**src/design/asal_consts.svh**
```systemverilog
// constants for the addressable serial attenuator load link
// assumes inclusion by bare name from package and modules
`ifndef ASAL_CONSTS_SVH
`define ASAL_CONSTS_SVH
`define ASAL_FRAME_BITS      16
`define ASAL_WORD_BITS       8
`define ASAL_LEVEL_BITS      6
`define ASAL_STRAP_BITS      3
`define ASAL_CLK_MHZ         50
`define ASAL_SCLK_MIN_NS     100
`define ASAL_PHASE_MIN_NS    30
`define ASAL_GAP_MIN_NS      10
`define ASAL_PULSE_MIN_NS    30
`define ASAL_PHASE_CYC  ((`ASAL_PHASE_MIN_NS*`ASAL_CLK_MHZ+999)/1000)
`define ASAL_GAP_CYC    ((`ASAL_GAP_MIN_NS*`ASAL_CLK_MHZ+999)/1000)
`define ASAL_PULSE_CYC  ((`ASAL_PULSE_MIN_NS*`ASAL_CLK_MHZ+999)/1000)
`define ASAL_HALF_DEFAULT    5
`define ASAL_POWERUP_LEVEL   6'h3F
`endif

```
**src/design/asal_pkg.sv**
```systemverilog
// types for the addressable serial attenuator load link
// assumes asal_consts.svh on the include path
`include "asal_consts.svh"
package asal_pkg;
  typedef logic [`ASAL_LEVEL_BITS-1:0] asal_level_t;
  typedef logic [`ASAL_STRAP_BITS-1:0] asal_strap_t;
  typedef logic [`ASAL_FRAME_BITS-1:0] asal_frame_t;
  typedef enum logic [2:0]
  {
    ASAL_IDLE  = 3'b000,
    ASAL_LOW   = 3'b001,
    ASAL_HIGH  = 3'b010,
    ASAL_GAP   = 3'b011,
    ASAL_PULSE = 3'b100,
    ASAL_DONE  = 3'b101
  } asal_host_state_t;
endpackage : asal_pkg

```
**src/design/asal_link_if.sv**
```systemverilog
// shared serial pins between host and attenuator ends
// assumes the bench resolves level_bit_3 from drive enable
`timescale 1ns/1ps
interface asal_link_if;
  logic load_strobe;
  logic serial_in;
  logic serial_clk;
  logic serial_out;
  logic serial_out_oe;
  modport device (input load_strobe, input serial_in, input serial_clk,
                  output serial_out, output serial_out_oe);
  modport host (output load_strobe, output serial_in, output serial_clk,
                input serial_out, input serial_out_oe);
endinterface : asal_link_if

```
**src/design/asal_host.sv**
```systemverilog
// host end: builds and shifts one addressed frame, then strobes
// assumes the device end samples the pins with its own clock
`timescale 1ns/1ps
`include "asal_consts.svh"
module asal_host
  import asal_pkg::*;
#(
  parameter int HALF_CYC = `ASAL_HALF_DEFAULT
)
(
  input  wire logic                  clock_i,
  input  wire logic                  rst_i,
  input  wire logic                  ce_i,
  asal_link_if.host                  link,
  input  wire logic                  start_i,
  input  wire asal_pkg::asal_level_t level_i,
  input  wire asal_pkg::asal_strap_t addr_i,
  output logic                       busy_o,
  output logic                       done_o
);
  import asal_pkg::*;
  asal_host_state_t state;
  asal_host_state_t next_state;
  asal_frame_t      frame;
  asal_frame_t      next_frame;
  logic [4:0]       bits;
  logic [4:0]       next_bits;
  logic [7:0]       cnt;
  logic [7:0]       next_cnt;
  logic             sclk;
  logic             next_sclk;
  logic             strobe;
  logic             next_strobe;
  logic             next_busy;
  logic             next_done;
  localparam logic [7:0] HALF  = 8'(HALF_CYC);
  localparam logic [7:0] GAP   = 8'(`ASAL_GAP_CYC);
  localparam logic [7:0] PULSE = 8'(`ASAL_PULSE_CYC);
  always_comb
  begin
    next_state  = state;
    next_frame  = frame;
    next_bits   = bits;
    next_cnt    = cnt;
    next_sclk   = sclk;
    next_strobe = strobe;
    next_busy   = busy_o;
    next_done   = 1'b0;
    case (state)
      ASAL_IDLE:
      begin
        if (start_i)
        begin
          // level byte is 4x dB: level bits land at 1..6
          next_frame = {5'h00, addr_i, 1'b0, level_i, 1'b0};
          next_bits  = 5'd0;
          next_cnt   = 8'd0;
          next_busy  = 1'b1;
          next_state = ASAL_LOW;
        end
      end
      ASAL_LOW:
      begin
        next_cnt = cnt + 8'd1;
        if (cnt + 8'd1 >= HALF)
        begin
          next_cnt   = 8'd0;
          next_sclk  = 1'b1;
          next_state = ASAL_HIGH;
        end
      end
      ASAL_HIGH:
      begin
        next_cnt = cnt + 8'd1;
        if (cnt + 8'd1 >= HALF)
        begin
          next_cnt   = 8'd0;
          next_sclk  = 1'b0;
          next_frame = {1'b0, frame[`ASAL_FRAME_BITS-1:1]};
          next_bits  = bits + 5'd1;
          if (bits == 5'(`ASAL_FRAME_BITS - 1))
            next_state = ASAL_GAP;
          else
            next_state = ASAL_LOW;
        end
      end
      ASAL_GAP:
      begin
        next_cnt = cnt + 8'd1;
        if (cnt + 8'd1 >= GAP + HALF)
        begin
          next_cnt    = 8'd0;
          next_strobe = 1'b1;
          next_state  = ASAL_PULSE;
        end
      end
      ASAL_PULSE:
      begin
        next_cnt = cnt + 8'd1;
        if (cnt + 8'd1 >= PULSE + HALF)
        begin
          next_cnt    = 8'd0;
          next_strobe = 1'b0;
          next_state  = ASAL_DONE;
        end
      end
      ASAL_DONE:
      begin
        next_busy  = 1'b0;
        next_done  = 1'b1;
        next_state = ASAL_IDLE;
      end
      default:
        next_state = ASAL_IDLE;
    endcase
  end
  always_ff @(posedge clock_i or posedge rst_i)
  begin
    if (rst_i)
    begin
      state  <= ASAL_IDLE;
      frame  <= '0;
      bits   <= 5'd0;
      cnt    <= 8'd0;
      sclk   <= 1'b0;
      strobe <= 1'b0;
      busy_o <= 1'b0;
      done_o <= 1'b0;
    end
    else if (ce_i)
    begin
      state  <= next_state;
      frame  <= next_frame;
      bits   <= next_bits;
      cnt    <= next_cnt;
      sclk   <= next_sclk;
      strobe <= next_strobe;
      busy_o <= next_busy;
      done_o <= next_done;
    end
  end
  assign link.serial_clk  = sclk;
  assign link.load_strobe = strobe;
  assign link.serial_in   = frame[0];
endmodule : asal_host

```
**src/flat_wrapper.sv**
```systemverilog
// flat-port wrapper written by rule: the top's interface ports become plain ports
module asal_host_flat import asal_pkg::*;
#(
  parameter int HALF_CYC = `ASAL_HALF_DEFAULT
)
  (clock_i, rst_i, ce_i, start_i, level_i, addr_i, busy_o, done_o, link_load_strobe, link_serial_in, link_serial_clk, link_serial_out, link_serial_out_oe);
  asal_link_if link_i ();
  input  wire logic clock_i;
  input  wire logic rst_i;
  input  wire logic ce_i;
  input  wire logic start_i;
  input  wire asal_pkg::asal_level_t level_i;
  input  wire asal_pkg::asal_strap_t addr_i;
  output logic busy_o;
  output logic done_o;
  output wire logic [$bits(link_i.load_strobe)-1:0] link_load_strobe;
  output wire logic [$bits(link_i.serial_in)-1:0] link_serial_in;
  output wire logic [$bits(link_i.serial_clk)-1:0] link_serial_clk;
  input wire logic [$bits(link_i.serial_out)-1:0] link_serial_out;
  input wire logic [$bits(link_i.serial_out_oe)-1:0] link_serial_out_oe;
  assign link_load_strobe = link_i.load_strobe;
  assign link_serial_in = link_i.serial_in;
  assign link_serial_clk = link_i.serial_clk;
  assign link_i.serial_out = link_serial_out;
  assign link_i.serial_out_oe = link_serial_out_oe;
  asal_host #(.HALF_CYC(HALF_CYC)) u_core (.clock_i(clock_i), .rst_i(rst_i), .ce_i(ce_i), .link(link_i), .start_i(start_i), .level_i(level_i), .addr_i(addr_i), .busy_o(busy_o), .done_o(done_o));
endmodule
```
**config.mk**
```make
export PLATFORM = sky130hd
export DESIGN_NAME = asal_host_flat
export DESIGN_NICKNAME = d
export VERILOG_FILES = /design/src/design/asal_pkg.sv /design/src/design/asal_link_if.sv /design/src/design/asal_host.sv /design/src/flat_wrapper.sv
export VERILOG_INCLUDE_DIRS = /design/src /design/src/design
export SDC_FILE = /design/constraint.sdc
export NUM_CORES = 1
export LEC_CHECK = 0
export BUFFER_PORTS_ARGS = -buffer_cell sky130_fd_sc_hd__buf_2
export CAP_MARGIN = 20
export CORE_ASPECT_RATIO = 0.9
export CORE_MARGIN = 3
export CORE_UTILIZATION = 45
export DETAILED_ROUTE_END_ITERATION = 7
export PLACE_DENSITY_LB_ADDON = 0.08
export SETUP_SLACK_MARGIN = 0.02
export SYNTH_ARGS = -nofsm -noshare
export SYNTH_HDL_FRONTEND = slang
export SYNTH_SLANG_ARGS = --single-unit
```
**constraint.sdc**
```tcl
create_clock -name clock_i -period 2.4 [get_ports clock_i]
set_input_delay 0.12 -clock clock_i [delete_from_list [all_inputs] [get_ports clock_i]]
set_output_delay 0.12 -clock clock_i [all_outputs]
set_load 0.005 [all_outputs]
```
==> results_dict.tcl, run 1 <==
set metrics [dict create \
    die_y_um 66.2 \
    synth_edf_count 0 \
    final_area_sq_mm 0.00209 \
    placed_area_sq_mm 0.00196 \
    setup_viol 0 \
    n_fill_cell 352 \
    pin_count 20 \
    drv_cap 0 \
    cts_setup_buffers 0 \
    design.die.area_sq_mm 0.00482 \
    num_vias 1370 \
    dp_hpwl_mm 2.58 \
    grt_max_degree 32 \
    skew_ps 8.13 \
    synth_nets 194 \
    hold_end "u_core.frame[10]$_DFFE_PP0P_" \
    path_delay_family "compound AO/OA/AOI/OAI gates" \
    power.density_mw_per_mm2 1040 \
    hp-start "addr_i[2]" \
    worst_pin_slew_ps 534 \
    fin_crit_ps 2340 \
    start_util 0.478 \
    core_sq_mm 0.00378 \
    firstDrtPassIters 4 \
    synth_seq_area_share 0.429 \
    area_growth_pct 15.4 \
    r2r_cells 7 \
    worstPathRequired_ps 2570 \
    place_inst 233 \
    max_freq_mhz 428 \
    syn-cell-area_sq_mm 0.00181 \
    num_rows 21 \
    setup_slack_ps 64.0 \
    drive_above_1_share 0.260 \
    synth-seq-cells 31 \
    path_max_fanout 14 \
    dp_slack_ps 75.3 \
    htreeDepth 2 \
    ys_warn_count 0 \
    crit_type "flop to flop" \
    ant_nets 0 \
    p_leak_nw 0.930 \
    hold_path.class "input pin to flop" \
    synthCells 173 \
    antenna_found_initial 0 \
    ir_worst_vdd_mv 0.440 \
    cts.reportedPaths.clkPinSlew_ps 70 \
    path_buf_inv 1 \
    crit_path_end_kind "flop" \
    critical_path_arrival_ps 2500 \
    fin_crit_sh 0.973 \
    chipWidth_um 72.8 \
    clock_path_buffers 2 \
    hold_viol 0 \
    utilization 0.552 \
    cts_sinks 31 \
    drt_iter0_markers 82 \
    syn-mean-instance-area_sq_um 10.5 \
    cp_slowest_cell "dfrtp_1" \
    track_usage 0.165 \
    wirelength_mm 3.62 \
    place_congestion 0.834 \
    reg2reg_slack_ps 60 \
    max-slew-margin-rel 0.644 \
    numCtsBuffers 5 \
    io_buffers 17 \
    finalPower_w 0.00218 \
    yosys.cell_types.count 48 \
    via_per_inst 5.66 \
    r2r-end "u_core.frame[1]$_DFFE_PP0P_" \
    wl_per_cell_um 15.0 \
    layoutNonFillerInstCount 242 \
    synth_flop_cell "dfrtp_1" \
    drc 0 \
    final_nets 216 \
    maxSlewViolCount 0 \
    first_global_vias 1357 \
    r2r-start "u_core.cnt[0]$_DFFE_PP0P_" \
    critPathMaxStageDelay_ps 440 \
    overflow 0 \
    whs_path_depth 3 \
    cp_cell_sequence "ha_1 > a311oi_1 > a31oi_2 > nor4_1 > a21oi_2 > buf_12 > mux2_1" \
    cts_tree "built" \
    status "complete, no violations" \
    root_buffer "clkbuf_8" \
    diodes 0 \
    clock_latency_ps 280 \
    postSynth.asyncResetShare 1.00 \
    grt_pass1_wl_mm 6.18 \
    cp-start-kind "flop" \
]
-- per-layer routing --
layer  up-vias  GRT usage  part of all wire
met5         -          0                 0
met4         0     0.0530            0.0080
met3         4     0.0441             0.032
met2        17      0.261              0.47
met1       667      0.219              0.49
li1        682          -                 -
-- kinds of logic (layout without fill, tap and decap cells) --
logic type      Yosys count  after routing  share of synthesized area
xor+xnor                  2              2                    0.00968
buf+inv                  17             40                     0.0415
simple gates             53             53                      0.168
fa+ha+maj                 6              6                     0.0415
mux                      21             21                      0.128
compound gates           43             43                      0.183
flops                    31             31                      0.429
-- through the flow --
step                hold WS, ps  TNS [ps]
floorplan                   224         0
global placement            215         0
detailed placement          229         0
CTS                        81.7         0
global route               92.3      -168
finish                     87.6         0
-- area by class of cell --
class | instances | area (sq um) | area share
clock buffer | 5 | 68.8 | 0.0330
clock inverter | 3 | 43.8 | 0.0210
inverter | 10 | 37.5 | 0.0180
multi-input combinational | 125 | 966 | 0.463
sequential | 31 | 776 | 0.372
tap | 46 | 57.6 | 0.0276
timing repair buffer | 22 | 138 | 0.0659
-- where the power goes --
part	switching, W	total [W]	internal, W
sequential	0.000158	0.000858	0.000700
clock	0.000203	0.000512	0.000309
combinational	0.000410	0.000809	0.000400
-- registers in the layout, summed over array words and instances, names as in the netlist --
name,count
u_core.link.load_strobe,1
u_core.cnt,8
u_core.link.serial_clk,1
u_core.busy_o,1
u_core.state,3
u_core.bits,5
u_core.frame,11
u_core.done_o,1
-- cell usage after synthesis (4+ instances only) --
master / instances / share of area
o211ai_1: 4 / 0.017
mux2i_1: 4 / 0.022
nand3_1: 8 / 0.022
nor2b_1: 5 / 0.017
ha_1: 6 / 0.041
and2_1: 5 / 0.017
clkbuf_1: 5 / 0.010
mux2_1: 5 / 0.031
and3_1: 5 / 0.017
nand2_1: 11 / 0.023
a21oi_1: 7 / 0.019
inv_1: 10 / 0.021
o21ai_0: 9 / 0.025
dfrtp_1: 31 / 0.43
mux2_2: 12 / 0.075
-- tightest hold or removal path, cell delays in order --
cell     delay [ps]
buf_2            80
nand3_1          60
o21ai_0          70
-- how the worst max path moves through the flow --
| stage | slack (ps) | cells after the start | endpoint | startpoint |
|---|---|---|---|---|
| 5_1_grt | -40 | 7 | u_core.frame[3]$_DFFE_PP0P_ | u_core.cnt[0]$_DFFE_PP0P_ |
| 4_1_cts | 80 | 7 | u_core.frame[9]$_DFFE_PP0P_ | u_core.cnt[0]$_DFFE_PP0P_ |
| 3_3_place_gp | 130 | 6 | u_core.state[1]$_DFFE_PP0P_ | u_core.cnt[0]$_DFFE_PP0P_ |
| 3_5_place_dp | 80 | 7 | u_core.frame[9]$_DFFE_PP0P_ | u_core.cnt[0]$_DFFE_PP0P_ |
| 2_1_floorplan | 190 | 7 | u_core.bits[4]$_DFFE_PP0P_ | u_core.cnt[0]$_DFFE_PP0P_ |
| 6_report | 60 | 7 | u_core.frame[1]$_DFFE_PP0P_ | u_core.cnt[0]$_DFFE_PP0P_ |
-- what timing repair did --
action	CTS	global route
resized for setup	0	2
endpoints found under the setup margin	0	14
hold endpoints to repair	31	0
hold buffers	1	0
-- placed cells by master (no fill, tap or decap), drive strengths merged, types with 3 or more instances in the layout --
cell and n:
dfrtp 31, o211ai 4, nor2 4, inv 10, a311o 3, a21oi 8
nor2b 5, buf 21, mux2i 4, ha 6, a211o 3, clkbuf 5
nand2 11, and3 5, mux2 17, and2 5, a31oi 3, nand4b 3
o21ai 10, nand3 8
Power figures use the tool's default switching activity.
==> run 2: changes to the inputs <==
- CELL_PAD_IN_SITES_DETAIL_PLACEMENT: unset -> 1
- CELL_PAD_IN_SITES_GLOBAL_PLACEMENT: unset -> 2
- CORE_UTILIZATION: 45 -> 37
==> results_dict.tcl, run 2 (synthesized netlist as in run 1, its figures left out) <==
set metrics [dict create \
    utilization 0.460 \
    grt_max_degree 32 \
    cp-start-kind "flop" \
    drc 0 \
    num_vias 1405 \
    die_y_um 72.3 \
    design.die.area_sq_mm 0.00577 \
    start_util 0.395 \
    wirelength_mm 4.23 \
    chipWidth_um 79.7 \
    via_per_inst 5.40 \
    hold_path.class "input pin to flop" \
    max-slew-margin-rel 0.731 \
    drt_iter0_markers 32 \
    largest_reg_flops 11 \
    layout_common_cells "dfrtp_1, buf_2, mux2_2" \
    overflow 0 \
    status "complete, no violations" \
    critical_path_arrival_ps 2400 \
    setup_slack_ps 164 \
    crit_path_end_kind "flop" \
    skew_ps 4.89 \
    wl_per_cell_um 16.3 \
    path_max_fanout 14 \
    area_growth_pct 16.3 \
    fin_tns_setup_ps 0 \
    htreeDepth 2 \
    diodes 0 \
    reg_top3 "u_core.frame: 11 flops, u_core.cnt: 8 flops, u_core.bits: 5 flops" \
    r2r-end "u_core.bits[4]$_DFFE_PP0P_" \
    core_sq_mm 0.00458 \
    fin_crit_ps 2240 \
    final_nets 218 \
    setup_viol 0 \
    hold_end "u_core.frame[10]$_DFFE_PP0P_" \
    place_congestion 0.763 \
    regMostFlops "u_core.frame" \
    dp_hpwl_mm 3.10 \
    hold_viol 0 \
    power.density_mw_per_mm2 1010 \
    n_fill_cell 527 \
    worst_pin_slew_ps 404 \
    p_leak_nw 0.923 \
    cts_tree "built" \
    rsz0062_at_grt "false" \
    io_buffers 17 \
    r2r-start "u_core.cnt[0]$_DFFE_PP0P_" \
    ir_worst_vdd_mv 0.285 \
    crit_type "flop to flop" \
    firstDrtPassIters 4 \
    cts_setup_buffers 0 \
    cts.reportedPaths.clkPinSlew_ps 70 \
    antenna_found_initial 0 \
    numCtsBuffers 5 \
    final_common_cell "dfrtp_1" \
    hp-start "addr_i[2]" \
    clock_path_buffers 2 \
    track_usage 0.162 \
    worstPathRequired_ps 2560 \
    reg2reg_slack_ps 160 \
    maxSlewViolCount 0 \
    root_buffer "clkbuf_8" \
    cts_sinks 31 \
    drive_above_1_share 0.273 \
    pin_count 20 \
    max_freq_mhz 447 \
    num_rows 23 \
    grt_pass1_wl_mm 7.25 \
    r2r_cells 7 \
    fin_crit_sh 0.932 \
    first_global_vias 1505 \
    dp_slack_ps 38.8 \
    whs_path_depth 3 \
    clock_latency_ps 280 \
    drv_cap 0 \
    ant_nets 0 \
]
-- run 2: cell count changes in the layout (fill, tap and decap cells not counted), sizes merged --
cell / change
buf: +2
clkbuf: +2
bufinv: -1
clkinv: -1
-- run 2: how the worst max path moves through the flow --
stage               depth (start not counted)                     endpoint                      start  slack (ps)
floorplan                                   7   u_core.bits[4]$_DFFE_PP0P_  u_core.cnt[0]$_DFFE_PP0P_         190
global placement                            7  u_core.frame[5]$_DFFE_PP0P_  u_core.cnt[0]$_DFFE_PP0P_         130
detailed placement                          7   u_core.bits[4]$_DFFE_PP0P_  u_core.cnt[0]$_DFFE_PP0P_          40
CTS                                         7  u_core.frame[2]$_DFFE_PP0P_  u_core.cnt[0]$_DFFE_PP0P_          40
global route                                7  u_core.frame[2]$_DFFE_PP0P_  u_core.cnt[0]$_DFFE_PP0P_          60
finish                                      7   u_core.bits[4]$_DFFE_PP0P_  u_core.cnt[0]$_DFFE_PP0P_         160
-- run 2: where the power goes --
group | switching, W | leakage (nW) | internal (W)
Combinational | 0.000442 | 0.492 | 0.000414
Sequential | 0.000170 | 0.389 | 0.000701
Clock | 0.000192 | 0.0422 | 0.000203
Total | 0.000804 | 0.923 | 0.00132
-- run 2: layer usage --
layer,wire length [um],global-route usage
met1,2090,0.218
met2,1950,0.253
met3,126,0.0521
met4,57,0.0401
met5,0,0
-- run 2: metrics by stage --
stage                     total power (W)  hold WS (ps)  cell area (sq um)  cells
final                             0.00212          93.5               2100    260
after floorplan                   0.00146           224               1810    173
after global placement            0.00167           220               1990    251
after CTS                         0.00214          91.8               2080    260
after detailed placement          0.00173           231               1990    251
after global routing              0.00231          92.6               2100    260
-- run 2: critical path, cell delays in order, from the launching register on --
cell,delay [ps]
dfrtp_2,450
ha_1,300
a311oi_2,320
a31oi_2,110
nor4_1,340
a21oi_2,120
buf_12,160
mux2_1,320
-- run 2: area by class of cell --
type | count | area (sq um) | area share
Timing Repair Buffer | 24 | 153 | 0.0726
Clock inverter | 1 | 5.00 | 0.00238
Multi-Input combinational cell | 125 | 977 | 0.465
Tap cell | 62 | 77.6 | 0.0369
Clock buffer | 7 | 76.3 | 0.0363
Sequential cell | 31 | 777 | 0.369
Inverter | 10 | 37.5 | 0.0178
-- run 2: repair_timing --
action,CTS,global route
hold buffers,1,0
endpoints found under the setup margin,0,14
resized for setup,0,5
hold endpoints to repair,31,0
==> run 3: changes to the inputs <==
- REMOVE_ABC_BUFFERS: unset -> 1
- SKIP_CTS_REPAIR_TIMING: unset -> 1
==> results_dict.tcl, run 3 (synthesized netlist as in run 1, its figures left out) <==
set metrics [dict create \
    status "complete, no violations" \
    top_layer "met4" \
    design.die.area_sq_mm 0.00577 \
    fin_crit_ps 2230 \
    setup_slack_ps 165 \
    fin_crit_sh 0.931 \
    via_per_inst 5.36 \
    p_seq_frac 0.404 \
    cp_cell_sequence "ha_1 > and3_1 > a31oi_2 > nor4_2 > a21oi_2 > buf_12 > mux2_2" \
    cts_sinks 31 \
    drt-met1-wl_mm 2.04 \
    dp_hpwl_mm 3.10 \
    cp_slowest_cell "dfrtp_1" \
    r2r_cells 7 \
    place_congestion 0.771 \
    largest_reg_flops 11 \
    crit_path_end_kind "flop" \
    antenna_found_initial 0 \
    area_growth_pct 17.7 \
    drive_above_1_share 0.275 \
    wl_met2_mm 2.04 \
    layoutNonFillerInstCount 262 \
    chipWidth_um 79.7 \
    io_buffers 17 \
    pin_count 20 \
    crit_type "flop to flop" \
    die_y_um 72.3 \
    clock_path_buffers 2 \
    hold_viol 0 \
    pwr-share-clk 0.183 \
    ir_worst_vdd_mv 0.418 \
    p_sw_frac 0.372 \
    numCtsBuffers 5 \
    grt_max_degree 32 \
    whs_path_depth 3 \
    max-slew-margin-rel 0.731 \
    root_buffer "clkbuf_8" \
    critical_path_arrival_ps 2390 \
    ant_nets 0 \
    cts_tree "built" \
    power.density_mw_per_mm2 994 \
    wl_per_cell_um 16.0 \
    finalPower_w 0.00212 \
    clock_latency_ps 270 \
    cts.reportedPaths.clkPinSlew_ps 60 \
    drc 0 \
    dp_slack_ps 9.31 \
    overflow 0 \
    maxSlewViolCount 0 \
    max_freq_mhz 447 \
    diodes 0 \
    drt_iter0_markers 55 \
    reg2reg_slack_ps 170 \
    firstDrtPassIters 4 \
    htreeDepth 2 \
    p_int_w 0.00133 \
    rsz0062_at_grt "false" \
    cp-start-kind "flop" \
    n_fill_cell 509 \
    place_inst 252 \
    wirelength_mm 4.20 \
    final_area_sq_mm 0.00213 \
    grt_pass1_wl_mm 7.39 \
    switchingPower_w 0.000788 \
    num_rows 23 \
    placed_area_sq_mm 0.00200 \
    final_common_cell "dfrtp_1" \
    start_util 0.395 \
    worst_pin_slew_ps 404 \
    critPathMaxStageDelay_ps 440 \
    setup_viol 0 \
    track_usage 0.165 \
    drv_cap 0 \
    worstPathRequired_ps 2560 \
    final_nets 220 \
    first_global_vias 1513 \
    p_leak_nw 0.942 \
    wl_met3_um 85 \
    regMostFlops "u_core.frame" \
    num_vias 1404 \
    pwr-share-comb 0.414 \
    reg_top3 "u_core.frame: 11 flops, u_core.cnt: 8 flops, u_core.bits: 5 flops" \
    core_sq_mm 0.00458 \
    skew_ps 2.38 \
    hold_path.class "input pin to flop" \
    layout_common_cells "dfrtp_1, buf_2, mux2_2" \
    fin_tns_setup_ps 0 \
    path_max_fanout 14 \
]
-- run 3: per-stage QoR --
step / hold WS, ps / util
2_1_floorplan: 216 / -
3_3_place_gp: 219 / 0.437
3_5_place_dp: 242 / 0.437
4_1_cts: -56.8 / 0.455
5_1_grt: 101 / 0.465
6_report: 94.6 / 0.465
-- run 3: cell type report --
type | count | area (sq um) | share of cell area
Timing Repair Buffer | 26 | 180 | 0.0846
Sequential cell | 31 | 776 | 0.364
Inverter | 10 | 37.5 | 0.0176
Clock buffer | 7 | 76.3 | 0.0358
Clock inverter | 1 | 5.00 | 0.00235
Multi-Input combinational cell | 125 | 977 | 0.459
Tap cell | 62 | 77.6 | 0.0364
-- run 3: worst max-delay path, delay by kind of cell (launching register included) --
family | cells | cell delay [ps]
buf+inv | 1 | 170
fa+ha+maj | 1 | 310
mux | 1 | 350
flops | 1 | 440
simple gates | 2 | 330
compound gates | 2 | 530
-- run 3: metal layers --
layer,vias up,global-route usage
met3,4,0.0372
li1,686,-
met4,0,0.0515
met1,703,0.216
met5,-,0
met2,11,0.272
-- run 3: final timing paths --
check | start | endpoint
max in group asynchronous | rst_i | u_core.link.load_strobe$_DFFE_PP0P_
worst max-delay path | u_core.cnt[0]$_DFFE_PP0P_ | u_core.frame[5]$_DFFE_PP0P_
worst min register to register | u_core.frame[4]$_DFFE_PP0P_ | u_core.frame[4]$_DFFE_PP0P_
min in group asynchronous | rst_i | u_core.cnt[7]$_DFFE_PP0P_
worst max register to register | u_core.cnt[0]$_DFFE_PP0P_ | u_core.frame[5]$_DFFE_PP0P_
worst min-delay path | addr_i[2] | u_core.frame[10]$_DFFE_PP0P_
-- run 3: power groups by stage --
stage	clock, W	combinational, W	sequential, W
global placement	0	0.000844	0.000847
finish	0.000387	0.000876	0.000855
detailed placement	0	0.000874	0.000861
floorplan	0	0.000592	0.000834
CTS	0.000404	0.000880	0.000854
global route	0.000442	0.000993	0.000891
